--- src/adc_readout_pkg.sv ---
package adc_readout_pkg;

  // ==========================================================================
  // frame layout
  localparam int          RESULT_BITS = 12;
  localparam int          FRAME_BITS  = 32;
  localparam int          CNT_W       = 6;
  localparam logic [1:0]  EDGE_PAD    = 2'h0;
  localparam logic [3:0]  MID_PAD     = 4'h0;

  // ==========================================================================
  // serial clock falling edge counts
  localparam logic [CNT_W-1:0] FALL_ZERO   = 6'h00;
  localparam logic [CNT_W-1:0] FALL_MSB    = 6'h01;
  localparam logic [CNT_W-1:0] FALL_LSB    = 6'h0c;
  localparam logic [CNT_W-1:0] TRACK_FALLS = 6'h0d;
  localparam logic [CNT_W-1:0] SWAP_FALL   = 6'h11;
  localparam logic [CNT_W-1:0] LAST_FALL   = 6'h1f;
  localparam logic [CNT_W-1:0] TRI_FALLS   = 6'h20;
  localparam logic [CNT_W-1:0] PD_LO_FALLS = 6'h02;
  localparam logic [CNT_W-1:0] PD_HI_FALLS = 6'h0a;
  localparam logic [CNT_W-1:0] ONE_FALL    = 6'h01;

  // ==========================================================================
  // clocking and input conditioning
  localparam int MCLK_PERIOD_NS = 100;
  localparam int SYNC_IN_W      = 2;

  typedef enum logic [1:0] {
    PWR_NORMAL,
    PWR_PARTIAL,
    PWR_FULL
  } power_state_t;

endpackage

--- src/dual_adc_serial_readout.sv ---
`timescale 1ns/10ps

// Summary of operation
// - select fall: hold, sample, start, drive outputs
// - after 13 falls, track on next rise
// - 16-clock read ends with two zeros
// - select rise: stop, outputs high impedance
// - 16 more clocks swap results across outputs
// - tristate at 32nd fall or select rise
// - first leading zero appears at select fall
// - each fall shifts; first gives second zero
// - result follows; last bit on 13th fall
// - select rise between falls 2..10 powers down
module dual_adc_serial_readout (
  input  wire logic        mclk_i,             // system clock, 10 MHz
  input  wire logic        rstn_i,             // synchronous reset, active low
  input  wire logic        select_n_i,         // conversion select pin, active low
  input  wire logic        sclk_i,             // serial clock pin
  input  wire logic [11:0] result_a_i,         // converter a result
  input  wire logic [11:0] result_b_i,         // converter b result
  output logic             serial_out_a_o,     // serial data a
  output logic             serial_out_a_oe_o,  // serial data a drive enable
  output logic             serial_out_b_o,     // serial data b
  output logic             serial_out_b_oe_o,  // serial data b drive enable
  output logic             hold_o,             // track-and-hold in hold
  output logic             partial_pd_o,       // partial power-down
  output logic             full_pd_o           // full power-down
);

  localparam int RB = adc_readout_pkg::RESULT_BITS;
  localparam int FB = adc_readout_pkg::FRAME_BITS;
  localparam int CW = adc_readout_pkg::CNT_W;
  localparam logic [CW-1:0] ONE = adc_readout_pkg::ONE_FALL;

  logic [adc_readout_pkg::SYNC_IN_W-1:0] levels;
  logic                                sel_n;
  logic                                sck;
  logic                                sel_n_prev;
  logic                                sck_prev;
  logic                                sel_fall;
  logic                                sel_rise;
  logic                                sck_fall;
  logic                                sck_rise;
  logic [CW-1:0]                       fall_cnt;
  logic [FB-1:0]                       shift_a;
  logic [FB-1:0]                       shift_b;
  logic [RB-1:0]                       cap_a;
  logic [RB-1:0]                       cap_b;
  logic                                drive;
  logic                                in_window;
  adc_readout_pkg::power_state_t       pstate;

  // ==========================================================================
  // pin conditioning and edge detection
  pin_sync #(
    .W (adc_readout_pkg::SYNC_IN_W)
  ) u_sync (
    .mclk_i  (mclk_i),
    .rstn_i  (rstn_i),
    .pin_i   ({select_n_i, sclk_i}),
    .level_o (levels)
  );

  assign sel_n = levels[1];
  assign sck   = levels[0];

  always_ff @(posedge mclk_i) begin
    if (!rstn_i) begin
      sel_n_prev <= 1'b1;
      sck_prev   <= 1'b1;
    end else begin
      sel_n_prev <= sel_n;
      sck_prev   <= sck;
    end
  end

  assign sel_fall  = sel_n_prev & ~sel_n;
  assign sel_rise  = ~sel_n_prev & sel_n;
  assign sck_fall  = sck_prev & ~sck & ~sel_n;
  assign sck_rise  = ~sck_prev & sck & ~sel_n;
  assign in_window = (fall_cnt >= adc_readout_pkg::PD_LO_FALLS) &&
                     (fall_cnt < adc_readout_pkg::PD_HI_FALLS);

  // ==========================================================================
  // falling edge counter, saturating at the end of the dual read
  always_ff @(posedge mclk_i) begin
    if (!rstn_i) begin
      fall_cnt <= adc_readout_pkg::FALL_ZERO;
    end else if (sel_fall) begin
      fall_cnt <= adc_readout_pkg::FALL_ZERO;
    end else if (sck_fall && fall_cnt != adc_readout_pkg::TRI_FALLS) begin
      fall_cnt <= fall_cnt + adc_readout_pkg::ONE_FALL;
    end
  end

  // ==========================================================================
  // sampling and shifting; each line carries its own result, then the other
  always_ff @(posedge mclk_i) begin
    if (!rstn_i) begin
      shift_a <= '0;
      shift_b <= '0;
      cap_a   <= '0;
      cap_b   <= '0;
    end else if (sel_fall) begin
      cap_a   <= result_a_i;
      cap_b   <= result_b_i;
      shift_a <= {adc_readout_pkg::EDGE_PAD, result_a_i, adc_readout_pkg::MID_PAD,
                  result_b_i, adc_readout_pkg::EDGE_PAD};
      shift_b <= {adc_readout_pkg::EDGE_PAD, result_b_i, adc_readout_pkg::MID_PAD,
                  result_a_i, adc_readout_pkg::EDGE_PAD};
    end else if (sck_fall) begin
      shift_a <= {shift_a[FB-2:0], 1'b0};
      shift_b <= {shift_b[FB-2:0], 1'b0};
    end
  end

  assign serial_out_a_o = shift_a[FB-1];
  assign serial_out_b_o = shift_b[FB-1];

  // ==========================================================================
  // output drive
  always_ff @(posedge mclk_i) begin
    if (!rstn_i) begin
      drive <= 1'b0;
    end else if (sel_fall) begin
      drive <= 1'b1;
    end else if (sel_rise) begin
      drive <= 1'b0;
    end else if (sck_fall && fall_cnt == adc_readout_pkg::LAST_FALL) begin
      drive <= 1'b0;
    end
  end

  assign serial_out_a_oe_o = drive;
  assign serial_out_b_oe_o = drive;

  // ==========================================================================
  // track-and-hold
  always_ff @(posedge mclk_i) begin
    if (!rstn_i) begin
      hold_o <= 1'b0;
    end else if (sel_fall) begin
      hold_o <= 1'b1;
    end else if (sel_rise) begin
      hold_o <= 1'b0;
    end else if (sck_rise && fall_cnt >= adc_readout_pkg::TRACK_FALLS) begin
      hold_o <= 1'b0;
    end
  end

  // ==========================================================================
  // power-down sequencing
  always_ff @(posedge mclk_i) begin
    if (!rstn_i) begin
      pstate <= adc_readout_pkg::PWR_NORMAL;
    end else if (sel_rise && in_window) begin
      if (pstate == adc_readout_pkg::PWR_NORMAL) begin
        pstate <= adc_readout_pkg::PWR_PARTIAL;
      end else begin
        pstate <= adc_readout_pkg::PWR_FULL;
      end
    end else if (sck_fall && fall_cnt == adc_readout_pkg::PD_HI_FALLS - ONE) begin
      pstate <= adc_readout_pkg::PWR_NORMAL;
    end
  end

  assign partial_pd_o = (pstate == adc_readout_pkg::PWR_PARTIAL);
  assign full_pd_o    = (pstate == adc_readout_pkg::PWR_FULL);

  // ==========================================================================
  // checks
  property p_start;
    @(posedge mclk_i) disable iff (!rstn_i)
      sel_fall |=> serial_out_a_oe_o && serial_out_b_oe_o && hold_o;
  endproperty
  a_start: assert property (p_start) else $error("select fall did not start");

  property p_lead_zero;
    @(posedge mclk_i) disable iff (!rstn_i)
      sel_fall |=> !serial_out_a_o && !serial_out_b_o;
  endproperty
  a_lead_zero: assert property (p_lead_zero) else $error("no leading zero");

  property p_second_zero;
    @(posedge mclk_i) disable iff (!rstn_i)
      sck_fall && !sel_fall && fall_cnt == adc_readout_pkg::FALL_ZERO
      |=> !serial_out_a_o && !serial_out_b_o;
  endproperty
  a_second_zero: assert property (p_second_zero) else $error("no second zero");

  property p_msb;
    @(posedge mclk_i) disable iff (!rstn_i)
      sck_fall && !sel_fall && fall_cnt == adc_readout_pkg::FALL_MSB
      |=> serial_out_a_o == cap_a[RB-1] && serial_out_b_o == cap_b[RB-1];
  endproperty
  a_msb: assert property (p_msb) else $error("msb not first");

  property p_lsb;
    @(posedge mclk_i) disable iff (!rstn_i)
      sck_fall && !sel_fall && fall_cnt == adc_readout_pkg::FALL_LSB
      |=> serial_out_a_o == cap_a[0] && serial_out_b_o == cap_b[0];
  endproperty
  a_lsb: assert property (p_lsb) else $error("lsb not on 13th fall");

  property p_trail;
    @(posedge mclk_i) disable iff (!rstn_i)
      sck_fall && !sel_fall && fall_cnt == adc_readout_pkg::TRACK_FALLS
      |=> !serial_out_a_o && !serial_out_b_o;
  endproperty
  a_trail: assert property (p_trail) else $error("no trailing zero");

  property p_track;
    @(posedge mclk_i) disable iff (!rstn_i)
      sck_rise && !sel_fall && !sel_rise && fall_cnt >= adc_readout_pkg::TRACK_FALLS
      |=> !hold_o;
  endproperty
  a_track: assert property (p_track) else $error("no return to track");

  property p_swap;
    @(posedge mclk_i) disable iff (!rstn_i)
      sck_fall && !sel_fall && fall_cnt == adc_readout_pkg::SWAP_FALL
      |=> serial_out_a_o == cap_b[RB-1] && serial_out_b_o == cap_a[RB-1];
  endproperty
  a_swap: assert property (p_swap) else $error("results not swapped");

  property p_stop;
    @(posedge mclk_i) disable iff (!rstn_i)
      sel_rise |=> !serial_out_a_oe_o && !serial_out_b_oe_o && !hold_o;
  endproperty
  a_stop: assert property (p_stop) else $error("select rise did not stop");

  property p_tri32;
    @(posedge mclk_i) disable iff (!rstn_i)
      sck_fall && !sel_fall && fall_cnt == adc_readout_pkg::LAST_FALL
      |=> !serial_out_a_oe_o ##1 !serial_out_a_oe_o;
  endproperty
  a_tri32: assert property (p_tri32) else $error("no tristate at 32nd fall");

  property p_pd;
    @(posedge mclk_i) disable iff (!rstn_i)
      sel_rise && in_window && pstate == adc_readout_pkg::PWR_NORMAL |=> partial_pd_o;
  endproperty
  a_pd: assert property (p_pd) else $error("no partial power-down");

endmodule

--- src/pin_sync.sv ---
`timescale 1ns/10ps

module pin_sync #(
  parameter int W = 2
) (
  input  wire logic         mclk_i,   // system clock
  input  wire logic         rstn_i,   // synchronous reset, active low
  input  wire logic [W-1:0] pin_i,    // asynchronous pin levels
  output logic      [W-1:0] level_o   // filtered level
);

  logic [W-1:0] s1;
  logic [W-1:0] s2;
  logic [W-1:0] s3;

  // ==========================================================================
  // three stages; the level moves only when the last two stages agree
  genvar g;
  generate
    for (g = 0; g < W; g++) begin : g_bit
      always_ff @(posedge mclk_i) begin
        if (!rstn_i) begin
          s1[g]      <= 1'b1;
          s2[g]      <= 1'b1;
          s3[g]      <= 1'b1;
          level_o[g] <= 1'b1;
        end else begin
          s1[g] <= pin_i[g];
          s2[g] <= s1[g];
          s3[g] <= s2[g];
          if (s2[g] == s3[g]) begin
            level_o[g] <= s3[g];
          end
        end
      end
    end
  endgenerate

endmodule

--- config.mk ---
export PLATFORM = sky130hd
export DESIGN_NAME = dual_adc_serial_readout
export DESIGN_NICKNAME = d
export VERILOG_FILES = /design/src/adc_readout_pkg.sv /design/src/dual_adc_serial_readout.sv /design/src/pin_sync.sv
export SDC_FILE = /design/constraint.sdc
export NUM_CORES = 1
export LEC_CHECK = 0
export BUFFER_PORTS_ARGS = -buffer_cell sky130_fd_sc_hd__buf_4
export CORE_AREA = 2 2 87 89
export CTS_CLUSTER_SIZE = 8
export DETAILED_ROUTE_END_ITERATION = 8
export DIE_AREA = 0 0 89 91
export GPL_TIMING_DRIVEN = 1
export SYNTH_ARGS = -nofsm -noshare
export SYNTH_HDL_FRONTEND = slang
export SYNTH_SLANG_ARGS = --single-unit
export TNS_END_PERCENT = 100
--- constraint.sdc ---
create_clock -name mclk_i -period 2.7 [get_ports mclk_i]
set_input_delay 0.27 -clock mclk_i [delete_from_list [all_inputs] [get_ports mclk_i]]
set_output_delay 0.27 -clock mclk_i [all_outputs]
set_load 0.01 [all_outputs]
==> results_dict.tcl, run 1 <==
set metrics [dict create \
    status "finished clean" \
    clkTransAtPathRegs_ns 0.08 \
    grt_max_degree 61 \
    fin_crit_sh_pct 65.5 \
    startpoint_type "flip-flop" \
    yosys.area.top_type "dfxtp_1" \
    place_congestion 0.821 \
    seq_area_frac_synth_pct 51.1 \
    netlist_area_mm2 0.00313 \
    postCtsHoldBufs 0 \
    yosysUniqueCellTypes 30 \
    min_from "sclk_i" \
    clkPwrFrac_pct 40.9 \
    fp.dieW_um 89 \
    power.density_mw_per_mm2 584 \
    nets 445 \
    cts_tree "built" \
    whs_ns 0.110 \
    ctsRootBufferMaster "clkbuf_8" \
    ff2ff_path_depth 6 \
    die_h_um 91 \
    peakVddDrop_v 0.000312 \
    async_flop_share_pct 0 \
    combPwrFrac_pct 3.1 \
    initial_core_util_pct 43.9 \
    grt_overflow_total 0 \
    drive_above_1_share_pct 13.7 \
    antenna_found_initial 0 \
    setup-violations-final 0 \
    hold_viol 0 \
    synth_common_cells "nand2_1, dfxtp_1, a31oi_1, o21ai_0, clkbuf_1" \
    clk_latency_ns 0.34 \
    p_seq_share_pct 56.0 \
    worst_pin_slew_ns 0.603 \
    hold_end "u_sync.s1[0]" \
    syn_avg_cell_area_um2 8.02 \
    core_area_mm2 0.00714 \
    critPathKind "flip-flop to flip-flop" \
    ys_top_cells_by_area "dfxtp_1, nand2_1, a31oi_1" \
    ys_warn_count 0 \
    final_cells 515 \
    port_buffers 34 \
    dpl.hpwl_mm 3.94 \
    clock_skew_ns 0.00912 \
    grt_setup_unrepaired "no" \
    cts.path.max_buffers 2 \
    worstPathMaxFanout 37 \
    postCtsSetupBuffers 0 \
    synth.most_common_cell "nand2_1" \
    cp.required_ns 2.96 \
    max_cap_violations 0 \
    syn_inst 391 \
    wl_per_cell_um 12.4 \
    dr.pass1.iters 4 \
    fin_area_mm2 0.00364 \
    die-area_mm2 0.00810 \
    hold_depth 2 \
    critical_path_arrival_ns 2.03 \
    cts_inserted_buffers 9 \
    totalWireLength_mm 6.37 \
    post-route-min-period_ns 1.77 \
    rr_endpoint "shift_b[7]" \
    row_count 31 \
    dpl-instance-area_mm2 0.00344 \
    endpoint_kind "flip-flop" \
    synth_top_area_share_pct 51.1 \
    ios 35 \
    grt_usage_pct 16.7 \
    post_drt_via_cell_ratio 5.11 \
    syn-num-nets 425 \
    drt_iter0_markers 164 \
    antenna_left 0 \
    power_leakage_nw 1.25 \
    slew_viol_final 0 \
    netSwitchingFraction_pct 22.3 \
    num_antenna_cells 0 \
    drc 0 \
    synthFlopType "dfxtp_1" \
    relSlewSlack_pct 59.8 \
    dr_total_vias 2632 \
    p_int_mw 1.65 \
    area_delta_synth_final_pct 16.0 \
    place_ws_ns 0.944 \
    cts_sinks 80 \
    synth-edff-count 0 \
    max_freq_mhz 565 \
    ys_seq_elements 80 \
    tns_ns 0 \
    hold_class "input pin to flip-flop" \
    place_inst 499 \
    htreeDepth 3 \
    p_sw_uw 473 \
    post-route-util_pct 51.0 \
    grt_pass1_wl_mm 10.9 \
    cts_resized 0 \
    finalPower_mw 2.12 \
    r2r-start "u_sync.level_o[1]" \
    ff2ff_setup_slack_ns 0.93 \
    grt_pass1_vias 2520 \
    fin_ws_ns 0.931 \
]
[layer usage]
layer  share of wire [%]  vias up  routed length, um  track usage [%]
met2                  45       52               2890             25.4
li1                    -     1358                  -                -
met5                   0        -                  0                0
met1                  50     1215               3200             23.3
met4                 1.1        0                 68             6.59
met3                 3.2        7                202             3.00
[worst max-delay path by stage]
stage	startpoint	to	slack (ns)
2_1_floorplan	fall_cnt[0]	pstate[1]	1.20
3_3_place_gp	u_sync.level_o[1]	shift_b[7]	1.07
3_5_place_dp	u_sync.level_o[1]	shift_b[7]	0.94
4_1_cts	u_sync.level_o[1]	shift_b[7]	0.91
5_1_grt	u_sync.level_o[1]	shift_b[7]	0.75
6_report	u_sync.level_o[1]	shift_b[7]	0.93
[worst max-delay path, stage by stage, from the launching register on]
cell     delay (ns)
dfxtp_1        0.45
inv_1          0.09
ha_1           0.27
inv_2          0.14
buf_4          0.33
o21ai_0        0.19
a31oi_1        0.21
[final cells by class]
type / count / area [um^2]
Fill cell: 719 / 3500
Clock buffer: 10 / 128
Timing Repair Buffer: 38 / 298
Tap cell: 99 / 124
Sequential cell: 80 / 1600
Inverter: 8 / 30.0
Clock inverter: 6 / 68.8
Multi-Input combinational cell: 274 / 1390
[flip-flops by register name, indices dropped and copies added (netlist names)]
name	cells
u_sync.s1	2
serial_out_a_oe_o	1
pstate	2
fall_cnt	6
u_sync.level_o	2
u_sync.s3	2
shift_a	30
shift_b	30
u_sync.s2	2
hold_o	1
sck_prev	1
sel_n_prev	1
[cells in the final DEF (no fill, tap or decap), types with 2 or more instances in the layout]
cell type   count
a21boi_0        2
a21oi_1        17
a31oi_1        46
buf_4          37
clkbuf_8        9
clkinvlp_4      4
dfxtp_1        80
ha_1            6
inv_1           7
mux2i_1         3
nand2_1       129
nand2b_1        7
nand3_1         4
nand4_1         3
nor2_1         11
nor2b_1         3
o21ai_0        28
o21ai_1         3
xor2_1          3
[power groups by stage]
stage | Combinational (mW) | Sequential, mW | Clock (mW)
finish | 0.0662 | 1.19 | 0.868
global route | 0.0739 | 1.19 | 0.947
CTS | 0.0676 | 1.19 | 0.890
detailed placement | 0.0671 | 1.22 | 0
global placement | 0.0663 | 1.22 | 0
floorplan | 0.0291 | 1.22 | 0
[cell families after synthesis]
family	Yosys count	share of synthesized area (%)
simple gates	162	21.2
compound gates	99	18.4
flops	80	51.1
buf+inv	37	4.79
fa+ha+maj	6	2.40
xor+xnor	4	1.12
mux	3	0.958
(Power assumes the default switching activity.)
==> inputs of run 2 (changes only) <==
--- a/config.mk
+++ b/config.mk
@@ -11,6 +11,7 @@
 export DETAILED_ROUTE_END_ITERATION = 8
 export DIE_AREA = 0 0 89 91
 export GPL_TIMING_DRIVEN = 1
+export PLACE_DENSITY = 0.65
 export SYNTH_ARGS = -nofsm -noshare
 export SYNTH_HDL_FRONTEND = slang
 export SYNTH_SLANG_ARGS = --single-unit
==> constraint.sdc (replaced) <==
create_clock -name mclk_i -period 1.5 [get_ports mclk_i]
set_input_delay 0.15 -clock mclk_i [delete_from_list [all_inputs] [get_ports mclk_i]]
set_output_delay 0.15 -clock mclk_i [all_outputs]
set_load 0.01 [all_outputs]
==> results_dict.tcl, run 2 (same netlist as run 1, synthesis figures left out) <==
set metrics [dict create \
    max_stage_delay_ns 0.39 \
    finalPower_mw 3.65 \
    critPathBufInv 1 \
    port_buffers 34 \
    setup-violations-final 0 \
    htreeDepth 3 \
    clkPwrFrac_pct 37.8 \
    clock_skew_ns 0.00925 \
    cp.required_ns 1.74 \
    reg.largest.list "shift_a x30, shift_b x30, fall_cnt x6" \
    p_int_mw 2.85 \
    final_common_cell "nand2_1" \
    fin_crit_sh_pct 96.0 \
    use_met3_pct 4.27 \
    cts_sinks 80 \
    final_cells 533 \
    worstPathMaxFanout 4 \
    dpl.hpwl_mm 4.26 \
    grt_overflow_total 0 \
    totalWireLength_mm 6.78 \
    dr.pass1.iters 4 \
    max_cap_violations 0 \
    final_cell_mix "nand2_1, dfxtp_1, a31oi_1" \
    num_antenna_cells 0 \
    path_delay_family "simple AND/OR/NAND/NOR gates" \
    drt_iter0_markers 179 \
    p_seq_share_pct 58.6 \
    relSlewSlack_pct 75.8 \
    dr_total_vias 2710 \
    row_count 31 \
    startpoint "fall_cnt[0]" \
    post-route-min-period_ns 1.44 \
    ctsRootBufferMaster "clkbuf_8" \
    die_h_um 91 \
    worst_pin_slew_ns 0.362 \
    fp.dieW_um 89 \
    tns_ns 0 \
    grt_max_degree 56 \
    p_sw_uw 805 \
    die-area_mm2 0.00810 \
    antenna_left 0 \
    wl_per_cell_um 12.7 \
    r2r-start "fall_cnt[0]" \
    crit_path_cell_trace "inv_1 > ha_1 > or4_1 > and4_4 > a21oi_1 > nor2_1" \
    nets 463 \
    fin_area_mm2 0.00385 \
    place_congestion 0.758 \
    slowest_stage "or4_1" \
    netSwitchingFraction_pct 22.0 \
    cts.path.max_buffers 2 \
    critical_path_arrival_ns 1.68 \
    place_inst 513 \
    status "finished clean" \
    area_delta_synth_final_pct 22.9 \
    cts_inserted_buffers 9 \
    hold_class "input pin to flip-flop" \
    max_freq_mhz 694 \
    power.density_mw_per_mm2 949 \
    clk_latency_ns 0.34 \
    initial_core_util_pct 43.9 \
    grt_usage_pct 17.4 \
    cts_tree "built" \
    place_ws_ns 0.0195 \
    grt_pass1_wl_mm 11.2 \
    core_area_mm2 0.00714 \
    busiest_layer "met2" \
    hold_viol 0 \
    grt_setup_unrepaired "no" \
    met2_usage_pct 26.1 \
    dpl-instance-area_mm2 0.00358 \
    power_leakage_nw 1.37 \
    antenna_found_initial 0 \
    endpoint_kind "flip-flop" \
    peakVddDrop_v 0.000577 \
    min_from "result_a_i[0]" \
    drive_above_1_share_pct 17.5 \
    drc 0 \
    combPwrFrac_pct 3.6 \
    grt_pass1_vias 2525 \
    grtUsageMet1_pct 23.6 \
    startpoint_type "flip-flop" \
    slew_viol_final 0 \
    post_drt_via_cell_ratio 5.08 \
    ios 35 \
    fin_ws_ns 0.0596 \
    postCtsSetupBuffers 0 \
    critPathKind "flip-flop to flip-flop" \
    clkTransAtPathRegs_ns 0.08 \
]
==> run 2: tightest hold or removal path, stage by stage <==
cell      delay (ns)
buf_4           0.12
nand2_1         0.06
a21boi_0        0.07
==> run 2: power by group through the flow <==
stage	clock network, mW	logic, mW	registers (mW)
after global placement	0	0.125	2.19
after CTS	1.43	0.132	2.14
final	1.38	0.132	2.14
after floorplan	0	0.0524	2.19
after detailed placement	0	0.128	2.19
after global routing	1.51	0.147	2.14
==> run 2: timing repair <==
item | in CTS | in global routing
resized for setup | 1 | 10
endpoints found under the setup margin | 2 | 49
gates cloned | 0 | 2
hold buffers | 2 | 0
hold endpoints to repair | 2 | 0
pin swaps | 0 | 3
==> run 2: cell type report <==
| class | instances | area, um^2 |
|---|---|---|
| Sequential cell | 80 | 1610 |
| Fill cell | 707 | 3290 |
| Inverter | 8 | 32.5 |
| Tap cell | 99 | 124 |
| Timing Repair Buffer | 56 | 522 |
| Multi-Input combinational cell | 274 | 1400 |
| Clock inverter | 3 | 17.5 |
| Clock buffer | 13 | 149 |
==> run 2: final timing paths <==
path | end | slack (ns) | cells past startpoint
max reg2reg | pstate[1] | 0.06 | 6
min reg2reg | u_sync.s2[1] | 0.41 | 1
min | shift_b[2] | 0.11 | 3
max | pstate[1] | 0.06 | 6
==> run 2: per-layer routing <==
| metal | wire length [um] | part of all wire (%) |
|---|---|---|
| met5 | 0 | 0 |
| met4 | 91 | 1.3 |
| met3 | 272 | 4.0 |
| met2 | 3140 | 46 |
| met1 | 3270 | 48 |
==> run 2: stage by stage <==
stage / util (%) / hold WS, ns
finish: 54.0 / 0.106
floorplan: - / 0.223
detailed placement: 50.2 / 0.336
CTS: 52.9 / 0.0819
global route: 54.0 / 0.114
global placement: 50.2 / 0.336
==> inputs of run 3 (changes only) <==
--- a/config.mk
+++ b/config.mk
@@ -12,6 +12,7 @@
 export DIE_AREA = 0 0 89 91
 export GPL_TIMING_DRIVEN = 1
 export PLACE_DENSITY = 0.65
+export RECOVER_POWER = 25
 export SYNTH_ARGS = -nofsm -noshare
 export SYNTH_HDL_FRONTEND = slang
 export SYNTH_SLANG_ARGS = --single-unit
==> results_dict.tcl, run 3 (same netlist as run 1, synthesis figures left out) <==
set metrics [dict create \
    fp.dieW_um 89 \
    port_buffers 34 \
    fin_ws_ns 0.0595 \
    area_delta_synth_final_pct 21.8 \
    fin_crit_sh_pct 96.0 \
    crit_path_cell_trace "inv_1 > ha_1 > or4_1 > and4_4 > a21oi_1 > nor2_1" \
    final_common_cell "nand2_1" \
    peakVddDrop_v 0.000578 \
    grt_pass1_vias 2525 \
    cp.required_ns 1.74 \
    max_cap_violations 0 \
    drive_above_1_share_pct 15.4 \
    critPathKind "flip-flop to flip-flop" \
    die_h_um 91 \
    clk_latency_ns 0.34 \
    htreeDepth 3 \
    hold_class "input pin to flip-flop" \
    nets 463 \
    dr.pass1.iters 4 \
    n_fill_cell 715 \
    row_count 31 \
    reg.largest.list "shift_a x30, shift_b x30, fall_cnt x6" \
    relSlewSlack_pct 61.9 \
    cts_sinks 80 \
    post_drt_via_cell_ratio 5.09 \
    post-route-min-period_ns 1.44 \
    core_area_mm2 0.00714 \
    cts_inserted_buffers 9 \
    setup-violations-final 0 \
    worstPathMaxFanout 4 \
    dr_total_vias 2714 \
    drt_iter0_markers 169 \
    critical_path_arrival_ns 1.68 \
    final_cell_mix "nand2_1, dfxtp_1, a31oi_1" \
    drc 0 \
    dpl.hpwl_mm 4.26 \
    die-area_mm2 0.00810 \
    status "finished clean" \
    power_leakage_nw 1.34 \
    multi_input_area_mm2 0.00140 \
    endpoint_kind "flip-flop" \
    finalPower_mw 3.65 \
    max_freq_mhz 694 \
    clock_skew_ns 0.00976 \
    path_delay_family "simple AND/OR/NAND/NOR gates" \
    ctsRootBufferMaster "clkbuf_8" \
    place_ws_ns 0.0195 \
    slowest_stage "or4_1" \
    worst_pin_slew_ns 0.572 \
    grt_pass1_wl_mm 11.2 \
    initial_core_util_pct 43.9 \
    grt_usage_pct 17.4 \
    max_stage_delay_ns 0.39 \
    startpoint_type "flip-flop" \
    grt_max_degree 56 \
    totalWireLength_mm 6.84 \
    clkTransAtPathRegs_ns 0.07 \
    antenna_left 0 \
    postCtsSetupBuffers 0 \
    cts_tree "built" \
    hold_viol 0 \
    tns_ns 0 \
    cts.path.max_buffers 2 \
    wl_per_cell_um 12.8 \
    grt_overflow_total 0 \
    power.density_mw_per_mm2 957 \
    critPathBufInv 1 \
    antenna_found_initial 0 \
    grt_setup_unrepaired "no" \
    num_antenna_cells 0 \
    ios 35 \
    regArea_mm2 0.00161 \
    place_congestion 0.758 \
    slew_viol_final 0 \
]
[run 3: cell types whose count changed in the layout (fill, tap and decap cells not counted), sizes merged]
| cell | change |
|---|---|
| buf | -10 |
| clkbuf | +10 |
[run 3: worst paths after layout]
check / startpoint / end / slack, ns / depth (start not counted)
setup / recovery: fall_cnt[0] / pstate[1] / 0.06 / 6
hold / removal: result_a_i[0] / shift_b[2] / 0.11 / 3
setup reg to reg: fall_cnt[0] / pstate[1] / 0.06 / 6
hold reg to reg: u_sync.s1[1] / u_sync.s2[1] / 0.41 / 1
[run 3: layer usage]
| layer | vias up | GRT usage (%) | share of wire [%] |
|---|---|---|---|
| met4 | 0 | 7.59 | 1.3 |
| li1 | 1395 | - | - |
| met5 | - | 0 | 0 |
| met3 | 8 | 4.27 | 3.7 |
| met1 | 1261 | 23.6 | 50 |
| met2 | 50 | 26.1 | 45 |
[run 3: cell type report]
cell class	instances	area share (%)
inverter	8	0.852
sequential	80	42.1
clock inverter	3	0.459
tap	99	3.25
clock buffer	13	3.90
multi-input combinational	274	36.7
timing repair buffer	56	12.8
[run 3: per-stage QoR]
stage / instances / hold WS [ns] / utilization, % / cell area [um^2]
floorplan: 391 / 0.223 / - / 3140
global placement: 513 / 0.336 / 50.2 / 3580
finish: 533 / 0.109 / 53.5 / 3820
global route: 533 / 0.117 / 53.5 / 3820
detailed placement: 513 / 0.336 / 50.2 / 3580
CTS: 531 / 0.0819 / 52.9 / 3780
[run 3: repair_timing]
action | in CTS | in global routing
resized for setup | 1 | 10
pin swaps | 0 | 3
endpoints found under the hold margin | 2 | 0
gates cloned | 0 | 2
hold buffers | 2 | 0
setup endpoints to repair | 2 | 49
[run 3: worst min-delay path, delay by kind of cell]
family,cells,cell delay [ns]
compound gates,1,0.07
buf+inv,1,0.12
simple gates,1,0.06
[run 3: report_power, final]
group	internal, mW	total, mW	switching, mW
clock network	0.644	1.38	0.739
registers	2.13	2.14	0.00547
logic	0.0687	0.130	0.0610
total	2.85	3.65	0.805
